[config.mk]
export PLATFORM = sky130hd
export DESIGN_NAME = source_limits_regs
export DESIGN_NICKNAME = d
export VERILOG_FILES = /design/src/core/limits_pkg.sv /design/src/core/source_limits_regs.sv
export SDC_FILE = /design/constraint.sdc
export NUM_CORES = 1
export LEC_CHECK = 0
export CORE_MARGIN = 1
export CORE_UTILIZATION = 55
export CTS_CLUSTER_DIAMETER = 50
export CTS_CLUSTER_SIZE = 10
export DETAILED_ROUTE_END_ITERATION = 7
export DONT_BUFFER_PORTS = 1
export PLACE_DENSITY = 0.7
export SYNTH_ARGS = -nofsm -noshare
export SYNTH_HDL_FRONTEND = slang
export SYNTH_SLANG_ARGS = --single-unit
[constraint.sdc]
create_clock -name ref_clk_i -period 8.6 [get_ports ref_clk_i]
set_input_delay 0.43 -clock ref_clk_i [delete_from_list [all_inputs] [get_ports ref_clk_i]]
set_output_delay 0.43 -clock ref_clk_i [all_outputs]
set_load 0.01 [all_outputs]
[src/core/limits_pkg.sv]
// Register map, field layout and scaling constants for the limit and readback bank
package limits_pkg;

    // Command codes
    localparam logic [7:0] CMD_ADC_BUS_SYSPWR = 8'h23;
    localparam logic [7:0] CMD_ADC_BAT_CURR  = 8'h24;
    localparam logic [7:0] CMD_SRC_VOLT_LIM  = 8'h3B;
    localparam logic [7:0] CMD_SRC_CURR_LIM  = 8'h3C;

    // Reset values
    localparam logic [7:0] SRC_VOLT_RESET    = 8'h00;
    localparam logic [6:0] SRC_CURR_RESET    = 7'h00;

    // Voltage limit field: bits 13..6, reserved-high 15..14, ignored 5..0
    localparam int VOLT_FIELD_LSB            = 6;
    localparam int VOLT_FIELD_MSB            = 13;
    localparam int VOLT_RSVD_HI_LSB          = 14;
    localparam logic [14:0] VOLT_OFFSET_MV   = 15'h1180;
    localparam int VOLT_LSB_MV               = 64;

    // Current limit field: bits 14..8, reserved-high 15, ignored 7..0
    localparam int CURR_FIELD_LSB            = 8;
    localparam int CURR_FIELD_MSB            = 14;
    localparam int CURR_RSVD_HI_BIT          = 15;
    localparam logic [12:0] CURR_LSB_MA      = 13'h0032;

    // Readback scaling (per count, and the bus voltage zero point)
    localparam int BUS_VOLT_LSB_MV           = 64;
    localparam int BUS_VOLT_ZERO_MV          = 3200;
    localparam int SYS_PWR_LSB_MV            = 12;
    localparam int CHG_CURR_LSB_MA           = 64;
    localparam int DCHG_CURR_LSB_MA          = 256;

    // Bus address, value is arbitrary
    localparam logic [6:0] SLAVE_ADDR_DEFAULT = 7'h09;

    // Byte positions inside a transaction
    localparam logic [1:0] BYTE_ADDR         = 2'h0;
    localparam logic [1:0] BYTE_CMD          = 2'h1;
    localparam logic [1:0] BYTE_LO           = 2'h2;
    localparam logic [1:0] BYTE_HI           = 2'h3;

    typedef enum logic [2:0] {
        ST_IDLE = 3'b000,
        ST_RX   = 3'b001,
        ST_ACK  = 3'b011,
        ST_TX   = 3'b010,
        ST_MACK = 3'b110
    } bus_state_t;

endpackage

[src/core/source_limits_regs.sv]
// Two-wire slave with source-mode limit registers and packed ADC readback words
module source_limits_regs #(
    parameter logic [6:0] SLAVE_ADDR = limits_pkg::SLAVE_ADDR_DEFAULT
) (
    input  wire logic        ref_clk_i,
    input  wire logic        sys_rst_i,
    input  wire logic        scl_i,
    input  wire logic        sda_i,
    output logic             sda_o,
    output logic             sda_oe_o,
    input  wire logic [7:0]  adc_bus_voltage_i,
    input  wire logic [7:0]  adc_system_power_i,
    input  wire logic [6:0]  adc_charge_current_i,
    input  wire logic [6:0]  adc_discharge_current_i,
    output logic [7:0]       volt_limit_code_o,
    output logic [14:0]      volt_limit_mv_o,
    output logic [6:0]       curr_limit_code_o,
    output logic [12:0]      curr_limit_ma_o,
    output logic             invalid_write_o
);

    // Pin synchronisers, then one more stage for edge detection
    logic [1:0] scl_sync_q;
    logic [1:0] sda_sync_q;
    logic       scl_prev_q;
    logic       sda_prev_q;

    always_ff @(posedge ref_clk_i or posedge sys_rst_i) begin
        if (sys_rst_i) begin
            scl_sync_q <= 2'h3;
            sda_sync_q <= 2'h3;
            scl_prev_q <= 1'b1;
            sda_prev_q <= 1'b1;
        end else begin
            scl_sync_q <= {scl_sync_q[0], scl_i};
            sda_sync_q <= {sda_sync_q[0], sda_i};
            scl_prev_q <= scl_sync_q[1];
            sda_prev_q <= sda_sync_q[1];
        end
    end

    wire scl_s     = scl_sync_q[1];
    wire sda_s     = sda_sync_q[1];
    wire scl_rise  = scl_s & ~scl_prev_q;
    wire scl_fall  = ~scl_s & scl_prev_q;
    wire start_det = scl_s & scl_prev_q & sda_prev_q & ~sda_s;
    wire stop_det  = scl_s & scl_prev_q & ~sda_prev_q & sda_s;

    limits_pkg::bus_state_t state_q;
    limits_pkg::bus_state_t state_d;
    logic [7:0]  shift_q;
    logic [7:0]  shift_d;
    logic [3:0]  bit_cnt_q;
    logic [3:0]  bit_cnt_d;
    logic [1:0]  byte_idx_q;
    logic [1:0]  byte_idx_d;
    logic        read_q;
    logic        read_d;
    logic        hi_sent_q;
    logic        hi_sent_d;
    logic        mack_q;
    logic        mack_d;
    logic        oe_q;
    logic        oe_d;
    logic [7:0]  cmd_q;
    logic [7:0]  cmd_d;
    logic [7:0]  lo_q;
    logic [7:0]  lo_d;
    logic [7:0]  tx_hi_q;
    logic [7:0]  tx_hi_d;
    logic        commit;

    logic [7:0]  volt_code_q;
    logic [14:0] volt_mv_q;
    logic [6:0]  curr_code_q;
    logic [12:0] curr_ma_q;
    logic        invalid_q;

    // Packed readback words
    wire [15:0] adc_bus_word = {adc_bus_voltage_i, adc_system_power_i};
    wire [15:0] adc_bat_word = {1'b0, adc_charge_current_i,
                                1'b0, adc_discharge_current_i};
    wire [15:0] volt_word    = {2'b00, volt_code_q, 6'h00};
    wire [15:0] curr_word    = {1'b0, curr_code_q, 8'h00};

    // Read mux; unmapped commands read as zero. Words passed in so the mux follows the ADC
    function automatic logic [15:0] read_word(input logic [7:0]  cmd,
                                              input logic [15:0] bus_w, input logic [15:0] bat_w,
                                              input logic [15:0] vlt_w, input logic [15:0] cur_w);
        case (cmd)
            limits_pkg::CMD_ADC_BUS_SYSPWR: read_word = bus_w;
            limits_pkg::CMD_ADC_BAT_CURR:   read_word = bat_w;
            limits_pkg::CMD_SRC_VOLT_LIM:   read_word = vlt_w;
            limits_pkg::CMD_SRC_CURR_LIM:   read_word = cur_w;
            default:                        read_word = 16'h0000;
        endcase
    endfunction

    wire [15:0] rd_word  = read_word(cmd_q, adc_bus_word, adc_bat_word, volt_word, curr_word);
    wire [15:0] wr_word  = {shift_q, lo_q};
    wire        addr_hit = (shift_q[7:1] == SLAVE_ADDR);

    // Reserved-high check and field extraction
    wire volt_bad = |wr_word[15:limits_pkg::VOLT_RSVD_HI_LSB];
    wire curr_bad = wr_word[limits_pkg::CURR_RSVD_HI_BIT];
    wire [7:0] volt_field =
        wr_word[limits_pkg::VOLT_FIELD_MSB:limits_pkg::VOLT_FIELD_LSB];
    wire [6:0] curr_field =
        wr_word[limits_pkg::CURR_FIELD_MSB:limits_pkg::CURR_FIELD_LSB];
    wire is_volt = (cmd_q == limits_pkg::CMD_SRC_VOLT_LIM);
    wire is_curr = (cmd_q == limits_pkg::CMD_SRC_CURR_LIM);

    // Scaled limits for the converter
    wire [14:0] volt_mv_next = limits_pkg::VOLT_OFFSET_MV
                             + {1'b0, volt_field, 6'h00};
    wire [12:0] curr_ma_next = 13'({6'h00, curr_field} * limits_pkg::CURR_LSB_MA);

    always_comb begin
        state_d    = state_q;
        shift_d    = shift_q;
        bit_cnt_d  = bit_cnt_q;
        byte_idx_d = byte_idx_q;
        read_d     = read_q;
        hi_sent_d  = hi_sent_q;
        mack_d     = mack_q;
        oe_d       = oe_q;
        cmd_d      = cmd_q;
        lo_d       = lo_q;
        tx_hi_d    = tx_hi_q;
        commit     = 1'b0;
        if (start_det) begin
            state_d    = limits_pkg::ST_RX;
            bit_cnt_d  = 4'h0;
            byte_idx_d = limits_pkg::BYTE_ADDR;
            hi_sent_d  = 1'b0;
            oe_d       = 1'b0;
        end else if (stop_det) begin
            state_d = limits_pkg::ST_IDLE;
            oe_d    = 1'b0;
        end else begin
            unique case (state_q)
                limits_pkg::ST_IDLE: begin
                end
                limits_pkg::ST_RX: begin
                    if (scl_rise && bit_cnt_q != 4'h8) begin
                        shift_d   = {shift_q[6:0], sda_s};
                        bit_cnt_d = bit_cnt_q + 4'h1;
                    end else if (scl_fall && bit_cnt_q == 4'h8) begin
                        state_d = limits_pkg::ST_ACK;
                        oe_d    = 1'b1;
                        unique case (byte_idx_q)
                            limits_pkg::BYTE_ADDR: begin
                                read_d = shift_q[0];
                                if (!addr_hit) begin
                                    state_d = limits_pkg::ST_IDLE;
                                    oe_d    = 1'b0;
                                end
                            end
                            limits_pkg::BYTE_CMD: cmd_d = shift_q;
                            limits_pkg::BYTE_LO:  lo_d  = shift_q;
                            limits_pkg::BYTE_HI:  commit = ~hi_sent_q;
                        endcase
                    end
                end
                limits_pkg::ST_ACK: begin
                    if (scl_fall) begin
                        bit_cnt_d = 4'h0;
                        if (byte_idx_q == limits_pkg::BYTE_ADDR && read_q) begin
                            // Whole word captured at once so both bytes agree
                            state_d   = limits_pkg::ST_TX;
                            shift_d   = rd_word[7:0];
                            tx_hi_d   = rd_word[15:8];
                            hi_sent_d = 1'b0;
                            oe_d      = ~rd_word[7];
                        end else begin
                            // Extra bytes past the high byte are acked and dropped
                            state_d    = limits_pkg::ST_RX;
                            oe_d       = 1'b0;
                            if (byte_idx_q != limits_pkg::BYTE_HI) begin
                                byte_idx_d = byte_idx_q + 2'h1;
                            end else begin
                                hi_sent_d = 1'b1;
                            end
                        end
                    end
                end
                limits_pkg::ST_TX: begin
                    if (scl_rise) begin
                        bit_cnt_d = bit_cnt_q + 4'h1;
                    end else if (scl_fall) begin
                        if (bit_cnt_q == 4'h8) begin
                            state_d = limits_pkg::ST_MACK;
                            oe_d    = 1'b0;
                        end else begin
                            shift_d = {shift_q[6:0], 1'b0};
                            oe_d    = ~shift_q[6];
                        end
                    end
                end
                limits_pkg::ST_MACK: begin
                    if (scl_rise) begin
                        mack_d = ~sda_s;
                    end else if (scl_fall) begin
                        if (mack_q && !hi_sent_q) begin
                            state_d   = limits_pkg::ST_TX;
                            shift_d   = tx_hi_q;
                            hi_sent_d = 1'b1;
                            bit_cnt_d = 4'h0;
                            oe_d      = ~tx_hi_q[7];
                        end else begin
                            state_d = limits_pkg::ST_IDLE;
                        end
                    end
                end
                default: begin
                    state_d = limits_pkg::ST_IDLE;
                    oe_d    = 1'b0;
                end
            endcase
        end
    end

    always_ff @(posedge ref_clk_i or posedge sys_rst_i) begin
        if (sys_rst_i) begin
            state_q    <= limits_pkg::ST_IDLE;
            shift_q    <= 8'h00;
            bit_cnt_q  <= 4'h0;
            byte_idx_q <= 2'h0;
            read_q     <= 1'b0;
            hi_sent_q  <= 1'b0;
            mack_q     <= 1'b0;
            oe_q       <= 1'b0;
            cmd_q      <= 8'h00;
            lo_q       <= 8'h00;
            tx_hi_q    <= 8'h00;
        end else begin
            state_q    <= state_d;
            shift_q    <= shift_d;
            bit_cnt_q  <= bit_cnt_d;
            byte_idx_q <= byte_idx_d;
            read_q     <= read_d;
            hi_sent_q  <= hi_sent_d;
            mack_q     <= mack_d;
            oe_q       <= oe_d;
            cmd_q      <= cmd_d;
            lo_q       <= lo_d;
            tx_hi_q    <= tx_hi_d;
        end
    end

    // Limit registers; invalid words leave the old limit in force
    always_ff @(posedge ref_clk_i or posedge sys_rst_i) begin
        if (sys_rst_i) begin
            volt_code_q <= limits_pkg::SRC_VOLT_RESET;
            volt_mv_q   <= limits_pkg::VOLT_OFFSET_MV;
            curr_code_q <= limits_pkg::SRC_CURR_RESET;
            curr_ma_q   <= 13'h0000;
            invalid_q   <= 1'b0;
        end else begin
            invalid_q <= commit && ((is_volt && volt_bad) || (is_curr && curr_bad));
            if (commit && is_volt && !volt_bad) begin
                volt_code_q <= volt_field;
                volt_mv_q   <= volt_mv_next;
            end
            if (commit && is_curr && !curr_bad) begin
                curr_code_q <= curr_field;
                curr_ma_q   <= curr_ma_next;
            end
        end
    end

    // Open-drain: data line only ever pulled low
    assign sda_o             = 1'b0;
    assign sda_oe_o          = oe_q;
    assign volt_limit_code_o = volt_code_q;
    assign volt_limit_mv_o   = volt_mv_q;
    assign curr_limit_code_o = curr_code_q;
    assign curr_limit_ma_o   = curr_ma_q;
    assign invalid_write_o   = invalid_q;

endmodule

==> out/results.ini <==
[status]
outcome = complete, no violations

[critical_path]
path_class = reg -> reg
worstPathArrival_ns = 3.44
cp_slowest_stage_delay_ns = 0.51
crit_fanout = 9
endpoint_kind = flip-flop
crit_path_frequent_cell = ha_1
cp_cell_sequence = ha_1, ha_1, fa_1, ha_1, nor2b_1, o31a_1, o21ai_0, a211oi_1, a211o_1
cp-start-kind = flip-flop
slowest_stage = dfrtp_1
worst_ep_required_time_ns = 8.87

[global_route]
grt_use_total_pct = 27.3
grt_pass1_vias = 3535
grt_overflow = 0
grt_max_degree = 79
antenna_found_initial = 0
grt_pass1_wl_um = 18500

[clock_tree]
htreeDepth = 3
root_buffer = clkbuf_8
clk_pin_slew_worst_paths_ns = 0.11
cts_resized = 0
cts_max_path_buffers = 2
cts.sinks = 78
cts_tree = done
postCtsSetupBuffers = 0
numCtsBuffers = 9
clock_latency_ns = 0.37
cts_hold_buf = 0

[detailed_routing]
dr_total_vias = 3781
wirelength_um = 11500
drt_pass1_iterations = 5
viasPerCell = 6.35
drt-initial-drc-count = 313
ant_nets = 0
wl_per_cell_um = 19.3
drc = 0

[floorplan]
row_count = 33
die_y_um = 95.7
coreArea_um2 = 8340
die_w_um = 95.7
pin_count = 80
dieArea_um2 = 9150
start_util_pct = 57.9

[sta]
setup_violations = 0
max_slew_margin_pct = 34.7
final_max_slew_viol_count = 0
fmax_mhz = 316
tns_ns = 0
fin_crit_sh_pct = 36.8
worst_pin_slew_ns = 0.980
finalClockSkew_ns = 0.0187
rsz0062_at_grt = no
fin_crit_ns = 3.17
hold_violations = 0

[synthesis]
ys_types = 64
syn_area_um2 = 4830
synthCells = 496
synth_top_area_cell = dfrtp_1
synth_edf_count = 0
synth_flop_cell = dfrtp_1
postSynth.asyncResetShare_pct = 100
synth-seq-area-share_pct = 40.7
syn_avg_cell_area_um2 = 9.73
ys.warnings.count = 0
synth_area_leaders = dfrtp_1, ha_1, dfstp_2, nand2_1, o21ai_0
synth_seq_cells = 78
synth_top_area_share_pct = 35.8

[finish]
seq_area_um2 = 1960
fillers = 745
area_growth_pct = 4.07
antennaDiodeCount = 0
drive_gt1_share_pct = 11.6
fin_area_um2 = 5020
final_nets = 560
multi_input_area_um2 = 2600

[power]
leakage_nw = 2.26
power_per_cell_area_nw_per_um2 = 160
vdd_drop_max_uv = 95.4

[job]
maxCapViolCount = 0

[min_path]
hold_path.class = in -> reg

[place]
place_area_um2 = 4830
dp_hpwl_um = 8510
gp_congestion = 0.895
io_buffers = 0

worst max-delay path: cells and delay by family, from the launching register on:
kind            cells  cell delay, ns
simple gates        1            0.16
fa+ha+maj           4            1.52
compound gates      4            0.89
flops               1            0.51
cells in the final DEF, fill, tap and decap left out, drive strengths merged, types with 14 or more instances in the layout:
master / count
o221ai: 14
dfrtp: 69
a22oi: 25
a21oi: 18
inv: 33
nand2: 61
nor2: 17
mux2: 19
o21ai: 43
ha: 39
stage by stage:
stage / setup slack, ns / hold WS [ns] / utilization, % / std cells / power (mW)
6_report: 5.43 / 0.0621 / 60.2 / 595 / 0.802
5_1_grt: 5.28 / 0.0433 / 60.2 / 595 / 0.842
4_1_cts: 5.45 / 0.0471 / 60.2 / 595 / 0.806
3_5_place_dp: 5.44 / 0.347 / 57.9 / 579 / 0.529
3_3_place_gp: 5.60 / 0.346 / 57.9 / 579 / 0.525
2_1_floorplan: 5.72 / 0.345 / - / 503 / 0.493
state kept, by name (all words and copies together) (netlist names):
| register | flops |
|---|---|
| bit_cnt_q | 4 |
| byte_idx_q | 2 |
| cmd_q | 8 |
| curr_limit_code_o | 7 |
| curr_limit_ma_o | 9 |
| hi_sent_q | 1 |
| invalid_write_o | 1 |
| lo_q | 2 |
| mack_q | 1 |
| read_q | 1 |
| scl_prev_q | 1 |
| scl_sync_q | 2 |
| sda_oe_o | 1 |
| sda_prev_q | 1 |
| sda_sync_q | 2 |
| shift_q | 8 |
| state_q | 3 |
| tx_hi_q | 8 |
| volt_limit_code_o | 8 |
| volt_limit_mv_o | 8 |
metal layers:
| layer | up-vias | share of wire, % | GRT usage (%) |
|---|---|---|---|
| met1 | 1851 | 47 | 40.3 |
| li1 | 1771 | - | - |
| met4 | 0 | 1.5 | 8.83 |
| met2 | 143 | 43 | 39.9 |
| met5 | - | 0 | 0 |
| met3 | 16 | 7.6 | 5.42 |
logic make-up after synthesis:
logic type	Yosys count	share of synthesized area, %
XOR/XNOR	13	2.51
AND/OR/NAND/NOR	138	14.9
AO/OA/AOI/OAI	144	20.1
flip-flops	78	40.7
adder cells (fa/ha/maj)	41	10.9
buffers and inverters	61	6.07
multiplexers	20	4.64
other	1	0.0777
cell usage after synthesis, types with 9 or more instances:
| master | n |
|---|---|
| nor2_1 | 17 |
| o21ai_0 | 43 |
| a21oi_1 | 18 |
| o221ai_1 | 13 |
| dfrtp_1 | 69 |
| dfstp_2 | 9 |
| a22oi_1 | 25 |
| clkbuf_1 | 10 |
| buf_4 | 14 |
| inv_1 | 28 |
| mux2_2 | 17 |
| nand2_1 | 61 |
| buf_2 | 9 |
| ha_1 | 39 |
power breakdown:
part | leakage, nW | internal, mW | switching [mW]
Sequential | 1.04 | 0.378 | 0.0275
Combinational | 1.12 | 0.0500 | 0.0679
Clock | 0.100 | 0.115 | 0.163
layout make-up:
| class | instances | area share (%) |
|---|---|---|
| sequential | 78 | 39.1 |
| timing repair buffer | 4 | 0.598 |
| clock inverter | 7 | 1.42 |
| clock buffer | 9 | 2.47 |
| inverter | 28 | 2.12 |
| tap | 105 | 2.62 |
| multi-input combinational | 364 | 51.7 |
final timing paths:
path / from / slack, ns / to / depth (start not counted)
worst max-delay path: shift_q[3] / 5.43 / curr_limit_ma_o[11] / 9
worst min-delay path: scl_i / 0.06 / scl_sync_q[0] / 0
worst max register to register: shift_q[3] / 5.43 / curr_limit_ma_o[11] / 9
worst min register to register: sda_sync_q[0] / 0.36 / sda_sync_q[1] / 0
max in group asynchronous: sys_rst_i / 7.73 / shift_q[0] / 2
min in group asynchronous: sys_rst_i / 0.22 / state_q[2] / 2
Power figures use the tool's default switching activity.
